**config.mk**
```make
export PLATFORM = sky130hd
export DESIGN_NAME = cie_exec
export DESIGN_NICKNAME = d
export VERILOG_FILES = /design/src/logic/cie_pkg.sv /design/src/logic/cie_exec.sv
export VERILOG_INCLUDE_DIRS = /design/src /design/src/logic
export SDC_FILE = /design/constraint.sdc
export NUM_CORES = 1
export LEC_CHECK = 0
export ABC_AREA = 0
export BUFFER_PORTS_ARGS = -buffer_cell sky130_fd_sc_hd__buf_2
export CAP_MARGIN = 20
export CORE_MARGIN = 2
export CORE_UTILIZATION = 58
export DETAILED_ROUTE_END_ITERATION = 10
export PLACE_DENSITY = 0.86
export SYNTH_ARGS = -nofsm -noshare
export SYNTH_HDL_FRONTEND = slang
export SYNTH_SLANG_ARGS = --single-unit
```
**constraint.sdc**
```tcl
create_clock -name mclk_i -period 4.5 [get_ports mclk_i]
set_input_delay 0.675 -clock mclk_i [delete_from_list [all_inputs] [get_ports mclk_i]]
set_output_delay 0.675 -clock mclk_i [all_outputs]
set_load 0.02 [all_outputs]
```
**src/logic/cie_map.svh**
```systemverilog
// Encodings, field positions and fixed values of the compact instruction executor
`ifndef CIE_MAP_SVH
`define CIE_MAP_SVH

`define CIE_OP_HI         15
`define CIE_OP_LO         10
`define CIE_OP_GROUP_C    6'h11
`define CIE_OP_BYTE_ST    6'h22
`define CIE_OP_HALF_ST    6'h2a
`define CIE_OP_LSHIFT     6'h09
`define CIE_OP_RSHIFT     6'h19
`define CIE_MIN_INVERT    4'h0
`define CIE_MIN_OR        4'h9
`define CIE_MIN_BREAK     4'hb
`define CIE_DEBUG_CAUSE_BP 5'h09
`define CIE_SHIFT_ZERO_AS 6'h08

`endif

```
**src/logic/cie_pkg.sv**
```systemverilog
// Types shared by the compact instruction executor
package cie_pkg;
    typedef enum logic [2:0] {
        CIE_NONE,
        CIE_MOVE_PAIR,
        CIE_INVERT,
        CIE_OR,
        CIE_BYTE_ST,
        CIE_HALF_ST,
        CIE_BREAK,
        CIE_SHIFT
    } cie_kind_t;

    typedef enum logic [1:0] {
        CIE_EXC_NONE,
        CIE_EXC_DEBUG_BP,
        CIE_EXC_DEBUG_MODE_BP,
        CIE_EXC_ADDR_ERR
    } cie_exc_t;
endpackage

```
**src/logic/cie_exec.sv**
```systemverilog
// Decode and execute of the compact 16-bit instruction group
//
// How it works
// - Paired move writes two registers; destinations from eight-entry pair table; no exception.
// - Paired move source codes decode to registers 0, 2, 3, 16 to 20.
// - Invert: group 010001, minor 0000; target gets complement of source.
// - OR: minor 1001; target gets source OR target.
// - Invert, OR and shift register codes decode to registers 2 to 7, 16, 17.
// - Byte store: opcode 100010, data, base, 4-bit offset; stores low byte.
// - Store data code maps to 0, 2-7, 17; base to 2-7, 16, 17.
// - Byte store may raise translation, bus, address and watch exceptions.
// - Breakpoint raises debug breakpoint, or debug-mode breakpoint when in debug mode.
// - Breakpoint inside debug mode sets debug cause field to 0x9.
// - Breakpoint code field has no hardware effect.
// - Halfword store writes low 16 bits at base plus offset shifted by one.
// - Before revision 6 an odd halfword address raises address error.
// - Left shift fills vacated low bits with zeros.
// - Right shift fills vacated high bits with zeros.
// - Shift code 0 means 8; codes 1 to 7 shift by their value.
`timescale 1ns/1ps
`include "cie_map.svh"

module cie_exec #(
    parameter bit REV6_MISALIGN = 1'b0
) (
    input  wire logic        mclk_i,
    input  wire logic        reset_i,
    input  wire logic        instr_valid_i,
    input  wire logic [15:0] instr_i,
    input  wire logic        debug_mode_flag_i,
    output logic [4:0]       rd_addr_a_o,
    output logic [4:0]       rd_addr_b_o,
    input  wire logic [31:0] rd_data_a_i,
    input  wire logic [31:0] rd_data_b_i,
    output logic             wr_en_a_o,
    output logic [4:0]       wr_addr_a_o,
    output logic [31:0]      wr_data_a_o,
    output logic             wr_en_b_o,
    output logic [4:0]       wr_addr_b_o,
    output logic [31:0]      wr_data_b_o,
    output logic             st_req_o,
    output logic [31:0]      st_addr_o,
    output logic [31:0]      st_data_o,
    output logic [3:0]       st_byte_en_o,
    output logic             st_half_o,
    input  wire logic        st_exc_i,
    output logic             st_exc_o,
    output logic             exc_valid_o,
    output cie_pkg::cie_exc_t exc_kind_o,
    output logic             debug_cause_we_o,
    output logic [4:0]       debug_cause_field_o,
    output logic             busy_o
);

    // ****************************************
    // Register code maps
    // ****************************************
    function automatic logic [4:0] map_pair_src(input logic [2:0] c);
        logic [4:0] r;
        r = 5'h00;
        case (c)
            3'h0:    r = 5'h00;
            3'h1:    r = 5'h11;
            3'h2:    r = 5'h02;
            3'h3:    r = 5'h03;
            3'h4:    r = 5'h10;
            3'h5:    r = 5'h12;
            3'h6:    r = 5'h13;
            default: r = 5'h14;
        endcase
        return r;
    endfunction

    // Codes 0..5 are registers 16,17,2..5; 6,7 are 6,7
    function automatic logic [4:0] map_alu(input logic [2:0] c);
        logic [4:0] r;
        r = 5'h00;
        case (c)
            3'h0:    r = 5'h10;
            3'h1:    r = 5'h11;
            default: r = {2'b00, c};
        endcase
        return r;
    endfunction

    function automatic logic [4:0] map_store_data(input logic [2:0] c);
        logic [4:0] r;
        r = 5'h00;
        case (c)
            3'h0:    r = 5'h00;
            3'h1:    r = 5'h11;
            default: r = {2'b00, c};
        endcase
        return r;
    endfunction

    function automatic logic [9:0] map_pair_dst(input logic [2:0] c);
        logic [9:0] r;
        r = 10'h000;
        case (c)
            3'h0:    r = {5'h05, 5'h06};
            3'h1:    r = {5'h05, 5'h07};
            3'h2:    r = {5'h06, 5'h07};
            3'h3:    r = {5'h04, 5'h15};
            3'h4:    r = {5'h04, 5'h16};
            3'h5:    r = {5'h04, 5'h05};
            3'h6:    r = {5'h04, 5'h06};
            default: r = {5'h04, 5'h07};
        endcase
        return r;
    endfunction

    // ****************************************
    // Instruction fields
    // ****************************************
    // The first source code straddles bit 2, which marks the paired move
    logic [2:0] first_source_code;
    logic [2:0] second_source_code;

    assign first_source_code  = {instr_i[1:0], instr_i[3]};
    assign second_source_code = instr_i[6:4];

    // ****************************************
    // Decode stage
    // ****************************************
    cie_pkg::cie_kind_t kind_d;
    logic [5:0]         op;
    logic [3:0]         minor;

    assign op    = instr_i[`CIE_OP_HI:`CIE_OP_LO];
    assign minor = instr_i[3:0];

    always_comb begin
        kind_d = cie_pkg::CIE_NONE;
        if (instr_valid_i) begin
            case (op)
                `CIE_OP_GROUP_C: begin
                    // Bit 3 is a source bit, so only bit 2 may mark the paired move
                    if (instr_i[2] == 1'b1)
                        kind_d = cie_pkg::CIE_MOVE_PAIR;
                    else if (minor == `CIE_MIN_INVERT)
                        kind_d = cie_pkg::CIE_INVERT;
                    else if (minor == `CIE_MIN_OR)
                        kind_d = cie_pkg::CIE_OR;
                    else if (minor == `CIE_MIN_BREAK)
                        kind_d = cie_pkg::CIE_BREAK;
                end
                `CIE_OP_BYTE_ST: kind_d = cie_pkg::CIE_BYTE_ST;
                `CIE_OP_HALF_ST: kind_d = cie_pkg::CIE_HALF_ST;
                `CIE_OP_LSHIFT:  kind_d = cie_pkg::CIE_SHIFT;
                `CIE_OP_RSHIFT:  kind_d = cie_pkg::CIE_SHIFT;
                default:         kind_d = cie_pkg::CIE_NONE;
            endcase
        end
    end

    // Read ports address mux, registered to align with the file's read data
    logic [4:0] ra_d;
    logic [4:0] rb_d;

    always_comb begin
        ra_d = 5'h00;
        rb_d = 5'h00;
        case (kind_d)
            cie_pkg::CIE_MOVE_PAIR: begin
                ra_d = map_pair_src(first_source_code);
                rb_d = map_pair_src(second_source_code);
            end
            cie_pkg::CIE_INVERT, cie_pkg::CIE_OR: begin
                ra_d = map_alu(instr_i[6:4]);
                rb_d = map_alu(instr_i[9:7]);
            end
            cie_pkg::CIE_BYTE_ST, cie_pkg::CIE_HALF_ST: begin
                ra_d = map_alu(instr_i[6:4]);
                rb_d = map_store_data(instr_i[9:7]);
            end
            cie_pkg::CIE_SHIFT: begin
                ra_d = map_alu(instr_i[6:4]);
                rb_d = 5'h00;
            end
            default: begin
                ra_d = 5'h00;
                rb_d = 5'h00;
            end
        endcase
    end

    // ****************************************
    // Operand fetch stage
    // ****************************************
    cie_pkg::cie_kind_t kind_q;
    logic [15:0]        instr_q;
    logic               dm_q;

    always_ff @(posedge mclk_i) begin
        if (reset_i) begin
            kind_q      <= cie_pkg::CIE_NONE;
            instr_q     <= 16'h0000;
            dm_q        <= 1'b0;
            rd_addr_a_o <= 5'h00;
            rd_addr_b_o <= 5'h00;
        end else begin
            kind_q      <= kind_d;
            instr_q     <= instr_i;
            dm_q        <= debug_mode_flag_i;
            rd_addr_a_o <= ra_d;
            rd_addr_b_o <= rb_d;
        end
    end

    // ****************************************
    // Execute stage
    // ****************************************
    logic [5:0]  shamt;
    logic [31:0] st_addr;
    logic [3:0]  off4;
    logic        half_bad;
    logic [2:0]  shift_amount_code;
    logic [2:0]  dest_code;

    assign off4  = instr_q[3:0];
    assign shift_amount_code = instr_q[3:1];
    assign dest_code         = instr_q[9:7];
    // Code 0 would be a no-op shift, so it is reused for 8
    assign shamt = (shift_amount_code == 3'h0) ? `CIE_SHIFT_ZERO_AS
                 : {3'b000, shift_amount_code};
    assign st_addr = (kind_q == cie_pkg::CIE_HALF_ST)
                   ? rd_data_a_i + {27'h0, off4, 1'b0}
                   : rd_data_a_i + {28'h0, off4};
    assign half_bad = (kind_q == cie_pkg::CIE_HALF_ST) && st_addr[0] && !REV6_MISALIGN;

    always_ff @(posedge mclk_i) begin
        if (reset_i) begin
            wr_en_a_o   <= 1'b0;
            wr_addr_a_o <= 5'h00;
            wr_data_a_o <= 32'h0000_0000;
            wr_en_b_o   <= 1'b0;
            wr_addr_b_o <= 5'h00;
            wr_data_b_o <= 32'h0000_0000;
        end else begin
            wr_en_a_o <= 1'b0;
            wr_en_b_o <= 1'b0;
            case (kind_q)
                cie_pkg::CIE_MOVE_PAIR: begin
                    {wr_addr_a_o, wr_addr_b_o} <= map_pair_dst(dest_code);
                    wr_data_a_o <= rd_data_a_i;
                    wr_data_b_o <= rd_data_b_i;
                    wr_en_a_o   <= 1'b1;
                    wr_en_b_o   <= 1'b1;
                end
                cie_pkg::CIE_INVERT: begin
                    wr_addr_a_o <= map_alu(instr_q[9:7]);
                    wr_data_a_o <= ~rd_data_a_i;
                    wr_en_a_o   <= 1'b1;
                end
                cie_pkg::CIE_OR: begin
                    wr_addr_a_o <= map_alu(instr_q[9:7]);
                    wr_data_a_o <= rd_data_a_i | rd_data_b_i;
                    wr_en_a_o   <= 1'b1;
                end
                cie_pkg::CIE_SHIFT: begin
                    wr_addr_a_o <= map_alu(instr_q[9:7]);
                    if (instr_q[15:10] == `CIE_OP_LSHIFT)
                        wr_data_a_o <= rd_data_a_i << shamt;
                    else
                        wr_data_a_o <= rd_data_a_i >> shamt;
                    wr_en_a_o   <= 1'b1;
                end
                default: begin
                    wr_en_a_o <= 1'b0;
                    wr_en_b_o <= 1'b0;
                end
            endcase
        end
    end

    // Stores go to the load/store unit, which reports its own faults
    always_ff @(posedge mclk_i) begin
        if (reset_i) begin
            st_req_o     <= 1'b0;
            st_addr_o    <= 32'h0000_0000;
            st_data_o    <= 32'h0000_0000;
            st_byte_en_o <= 4'h0;
            st_half_o    <= 1'b0;
        end else begin
            st_req_o <= 1'b0;
            if ((kind_q == cie_pkg::CIE_BYTE_ST || kind_q == cie_pkg::CIE_HALF_ST)
                && !half_bad) begin
                st_req_o  <= 1'b1;
                st_addr_o <= st_addr;
                st_half_o <= (kind_q == cie_pkg::CIE_HALF_ST);
                if (kind_q == cie_pkg::CIE_HALF_ST) begin
                    st_data_o    <= {16'h0000, rd_data_b_i[15:0]};
                    st_byte_en_o <= 4'h3;
                end else begin
                    st_data_o    <= {24'h000000, rd_data_b_i[7:0]};
                    st_byte_en_o <= 4'h1;
                end
            end
        end
    end

    // ****************************************
    // Exceptions and debug cause
    // ****************************************
    always_ff @(posedge mclk_i) begin
        if (reset_i) begin
            exc_valid_o         <= 1'b0;
            exc_kind_o          <= cie_pkg::CIE_EXC_NONE;
            debug_cause_we_o    <= 1'b0;
            debug_cause_field_o <= 5'h00;
            st_exc_o            <= 1'b0;
        end else begin
            exc_valid_o      <= 1'b0;
            exc_kind_o       <= cie_pkg::CIE_EXC_NONE;
            debug_cause_we_o <= 1'b0;
            st_exc_o         <= st_exc_i;
            if (kind_q == cie_pkg::CIE_BREAK) begin
                exc_valid_o <= 1'b1;
                if (!dm_q) begin
                    exc_kind_o <= cie_pkg::CIE_EXC_DEBUG_BP;
                end else begin
                    exc_kind_o          <= cie_pkg::CIE_EXC_DEBUG_MODE_BP;
                    debug_cause_we_o    <= 1'b1;
                    debug_cause_field_o <= `CIE_DEBUG_CAUSE_BP;
                end
            end else if (half_bad) begin
                exc_valid_o <= 1'b1;
                exc_kind_o  <= cie_pkg::CIE_EXC_ADDR_ERR;
            end
        end
    end

    always_ff @(posedge mclk_i) begin
        if (reset_i)
            busy_o <= 1'b0;
        else
            busy_o <= (kind_d != cie_pkg::CIE_NONE);
    end

endmodule

```
**Word level (Yosys, flattened, before mapping)**

Index checks and enable logic that the tools add are counted.

- Output and inout bits: 167
- Register bits: 183
- Word-level logic and storage cells: 121
- Bits of input ports: 85

- Bitwise logic cells: 3
- Reduce and logical (&&, ||, !) cells: 21
- Add/sub/neg operators: 2
- Shifts and indexed selects: 2
- Equal/unequal tests: 40
- Mux-type cells: 31

Operators by type and width:

| kind | number |
|---|---|
| $pmux W32 S4 | 1 |
| $pmux W5 S7 | 2 |
| $mux W32 | 2 |
| $pmux W5 S2 | 6 |
| $pmux W7 S7 | 1 |
| $eq A3 B3 Y1 const B | 16 |
| $add A32 B4 Y32 | 1 |
| $add A32 B5 Y32 | 1 |
| $not A32 Y32 | 1 |
| $or A32 B32 Y32 | 1 |
| $shl A32 B4 Y32 | 1 |
| $shr A32 B4 Y32 | 1 |
| $eq A3 B2 Y1 const B | 10 |
| $eq A3 B1 Y1 const B | 6 |
| $mux W16 | 1 |
| $logic_not A3 Y1 | 5 |
| $mux W3 | 5 |
| $pmux W5 S3 | 1 |
| $eq A6 B4 Y1 const B | 2 |
| $eq A6 B5 Y1 const B | 2 |
| $eq A6 B6 Y1 const B | 2 |
| $pmux W3 S4 | 1 |
| $eq A4 B4 Y1 const B | 2 |
| $mux W2 | 4 |
| other kinds (15) | 24 |

**Logic depth before layout (Yosys ltp)**

- Word-level depth: 10
- Mapped depth: 12
- Mapped depth without buffers: 9

**Worst setup path before layout**

OpenSTA, ideal clock, no wires.

- Path type: reg-to-reg
- Start: register instr_q[1]
- End: register st_addr_o[29]
- Library setup time: 86 ps
- Clock period less this slack: 2803 ps
- Data required time: 4414 ps
- Data arrival time: 2717 ps
- Stages on the path, launching flop included: 13
- Path slack: 1697 ps
- Path buffers: 4
- Cell sequence: dfxtp_1 > buf_2 > buf_2 > inv_1 > buf_2 > fa_1 > nand2b_1 > a211oi_2 > a31oi_2 > buf_2 > nor4_2 > xnor2_1 > a211oi_1

- Word-level cells in the longest chain between the ends: 2
- Elaborated cells between the ends (all ways): 3
- Those cells by class: 2 x add/sub; 1 x mux

RTL lines:

| item | line | source |
|---|---|---|
| start: declaration | cie_exec.sv:192 | `logic [15:0] instr_q;` |
| start signal: assignment | cie_exec.sv:204 | `instr_q <= instr_i;` |
| $add A32 B4 Y32 or $add A32 B5 Y32 (tied branches) | cie_exec.sv:229, cie_exec.sv:228 |  |
| $mux W32 (*) | cie_exec.sv:228 | `? rd_data_a_i + {27'h0, off4, 1'b0}` |
| end signal: assignment | cie_exec.sv:290 | `st_addr_o <= st_addr;` |
| end: declaration | cie_exec.sv:42 | `output logic [31:0] st_addr_o,` |

Every way passes the cells marked *; elsewhere a longest branch is shown, timed or not.
A chain may end at the register's enable or synchronous reset.

**Final worst setup path**

- Start: register instr_q[1]
- End: register st_addr_o[19]

Same word-level chain as after synthesis.

==> results.json <==
{
  "status": "finished clean",
  "avgViaCountPerCell": 6.52,
  "grt_pass1_vias": 10200,
  "numCtsBuffers": 17,
  "drt_pass1_iterations": 7,
  "dr_total_vias": 11200,
  "cts.reportedPaths.clkPinSlew_ns": 0.07,
  "hold_buffers": 0,
  "grt_pass1_wl_mm": 54.5,
  "r2r_setup_slack_ns": 1.38,
  "antenna_found_initial": 0,
  "rsz0062_at_grt": "no",
  "avgSynthCellArea_um2": 7.65,
  "skew_ns": 0.00662,
  "ys_warn_count": 0,
  "initial_utilization_pct": 59.5,
  "portBuffers": 226,
  "wire_per_inst_um": 20.9,
  "relSlewSlack_pct": 27.0,
  "cts_tree": "done",
  "fmax_ghz": 0.320,
  "drc": 0,
  "maxCapViolCount": 0,
  "dp_slack_ns": 1.05,
  "worstSetupStartpointType": "flop",
  "htreeDepth": 4,
  "postCtsSetupRepairBufs": 0,
  "slowest_stage": "dfxtp_4",
  "ys_types": 84,
  "final_antenna_net_count": 0,
  "fin_crit_sh_pct": 69.4,
  "clock-sinks": 157,
  "drt_iter0_drc": 1517,
  "hold_violations": 0,
  "worst-setup-path-type": "flop to flop",
  "clockRootBuffer": "clkbuf_16",
  "area_delta_synth_final_pct": 15.6,
  "path_cells": "inv_1 -> buf_4 -> fa_1 -> nand2b_1 -> a211oi_2 -> a31oi_2 -> nor4bb_1 -> xnor2_1 -> a211oi_1",
  "die_y_um": 137,
  "fin_nets": 1578,
  "async_flop_share_pct": 0,
  "clk_latency_ns": 0.44,
  "netlist.area_leader.share_pct": 30.4,
  "finalSetupTns_ns": 0,
  "grt_max_degree": 91,
  "cts_buffer_depth": 2,
  "critPathMaxStageDelay_ns": 0.66,
  "n_antenna_cell": 0,
  "end_kind": "flop",
  "critPathRequiredTime_ns": 4.85,
  "min_path_cells": 2,
  "hold_start": "st_exc_i",
  "arrival_ns": 3.47,
  "power.density_mw_per_mm2": 307,
  "yosys-top-cells-area": "dfxtp_1 30%, nand2_1 6.2%, nor2_1 6.2%",
  "ir_drop_mv": 0.306,
  "r2r_start": "instr_q[1]",
  "min_period_ns": 3.12,
  "fillCellCount": 1428,
  "path_delay_family": "compound AO/OA/AOI/OAI gates",
  "worstMarginPinSlew_ns": 1.09,
  "place_congestion": 1.01,
  "die_x_um": 137,
  "routed_wirelength_mm": 36.0,
  "hold_path_end": "st_exc_o",
  "hpwl_mm": 25.1,
  "grt.overflow.total": 0,
  "drv_slew": 0,
  "synthFlopType": "dfxtp_1",
  "rows": 48,
  "fp.dieArea_mm2": 0.0189,
  "cp_max_fo": 38,
  "timing.rr.end": "st_addr_o[19]",
  "syn_inst": 1350,
  "synth_area_mm2": 0.0103,
  "grt_usage_pct": 37.6,
  "core_area_mm2": 0.0174,
  "cts_resized": 0,
  "io_pins": 252,
  "ys_seq_area_share_pct": 30.4,
  "hold_path_class": "input port to flop",
  "cp_num_buf_inv": 2,
  "synth_edf_count": 0,
  "fin_ws_ns": 1.38,
  "synth_common_cells": "170 x nand2_1, 170 x nor2_1, 157 x dfxtp_1",
  "drive_above_1_share_pct": 22.4,
  "setup_viol": 0,
  "p_leak_nw": 4.82,
  "synth-seq-cells": 157,
  "synth_largest_area_cell": "dfxtp_1",
  "reg2reg_depth": 9
}
through the flow:
step | area [µm²] | cells | total power [mW] | hold WS (ns) | utilization [%]
floorplan | 10400 | 1374 | 1.91 | 0.416 | -
global placement | 11200 | 1684 | 2.07 | 0.437 | 64.6
detailed placement | 11300 | 1686 | 2.08 | 0.436 | 64.8
CTS | 11900 | 1718 | 3.65 | 0.441 | 68.5
global route | 11900 | 1721 | 3.77 | 0.457 | 68.8
finish | 11900 | 1721 | 3.67 | 0.440 | 68.8
worst max path at each step:
stage                        start             to  depth (start not counted)  slack, ns
finish                  instr_q[1]  st_addr_o[19]                          9       1.38
global route            instr_q[1]  st_addr_o[25]                          9       1.21
CTS                     instr_q[1]  st_addr_o[19]                          9       1.40
global placement    rd_data_a_i[0]  st_addr_o[14]                         10       1.10
detailed placement  rd_data_a_i[0]  st_addr_o[14]                         10       1.05
floorplan               instr_q[1]  st_addr_o[29]                         12       1.70
layer usage:
metal / GRT usage (%) / part of all wire [%] / vias up
met5: 0 / 0 / -
li1: - / - / 5059
met4: 23.1 / 6.8 / 0
met1: 46.7 / 37 / 5175
met2: 59.7 / 45 / 787
met3: 7.69 / 11 / 201
power by group:
| group | total (mW) | switching, mW | internal [mW] |
|---|---|---|---|
| combinational | 0.631 | 0.409 | 0.222 |
| sequential | 1.44 | 0.0261 | 1.41 |
| clock | 1.60 | 0.667 | 0.930 |
logic make-up (layout without fill, tap and decap cells):
family,Yosys count,count (layout),synth area share [%]
simple gates,508,508,22.7
buf+inv,181,303,8.26
mux,75,75,10.4
flops,157,157,30.4
xor+xnor,30,30,2.54
compound gates,388,388,24.3
other cells,1,25,0.0363
fa+ha+maj,10,10,1.36
cell type report:
class / count / area (µm²) / share of cell area (%)
Multi-Input combinational cell: 1036 / 6440 / 53.9
Sequential cell: 157 / 3150 / 26.4
Timing Repair Buffer: 247 / 1330 / 11.1
Clock buffer: 18 / 450 / 3.77
Tap cell: 225 / 282 / 2.36
Clock inverter: 14 / 195 / 1.64
Inverter: 24 / 90.1 / 0.755
state kept, by name, indices dropped and copies added, names as in the netlist:
| register | count |
|---|---|
| instr_q | 13 |
| st_req_o | 1 |
| st_data_o | 16 |
| wr_en_a_o | 1 |
| rd_addr_b_o | 4 |
| wr_addr_a_o | 4 |
| busy_o | 1 |
| wr_data_a_o | 32 |
| st_byte_en_o | 1 |
| st_half_o | 1 |
| debug_cause_field_o | 1 |
| exc_valid_o | 1 |
| wr_data_b_o | 32 |
| wr_en_b_o | 1 |
| st_addr_o | 32 |
| st_exc_o | 1 |
| debug_cause_we_o | 1 |
| kind_q | 3 |
| exc_kind_o | 2 |
| rd_addr_a_o | 4 |
| dm_q | 1 |
| wr_addr_b_o | 4 |
cells in the final DEF (no fill, tap or decap), types with 10 or more instances in the layout:
master and count:
a211oi_1 41, a21oi_1 94, a22oi_1 27, a31oi_1 12
buf_2 225, buf_4 18, clkbuf_16 18, conb_1 25
dfxtp_1 154, inv_1 22, mux2i_1 43, mux4_2 25
nand2_1 170, nand2b_1 17, nand3_1 24, nor2_1 169
nor2b_1 28, nor3_1 42, o211ai_1 24, o21ai_0 99
or3_1 10, xnor2_1 26
No activity file was read; power rests on OpenSTA's default activity.
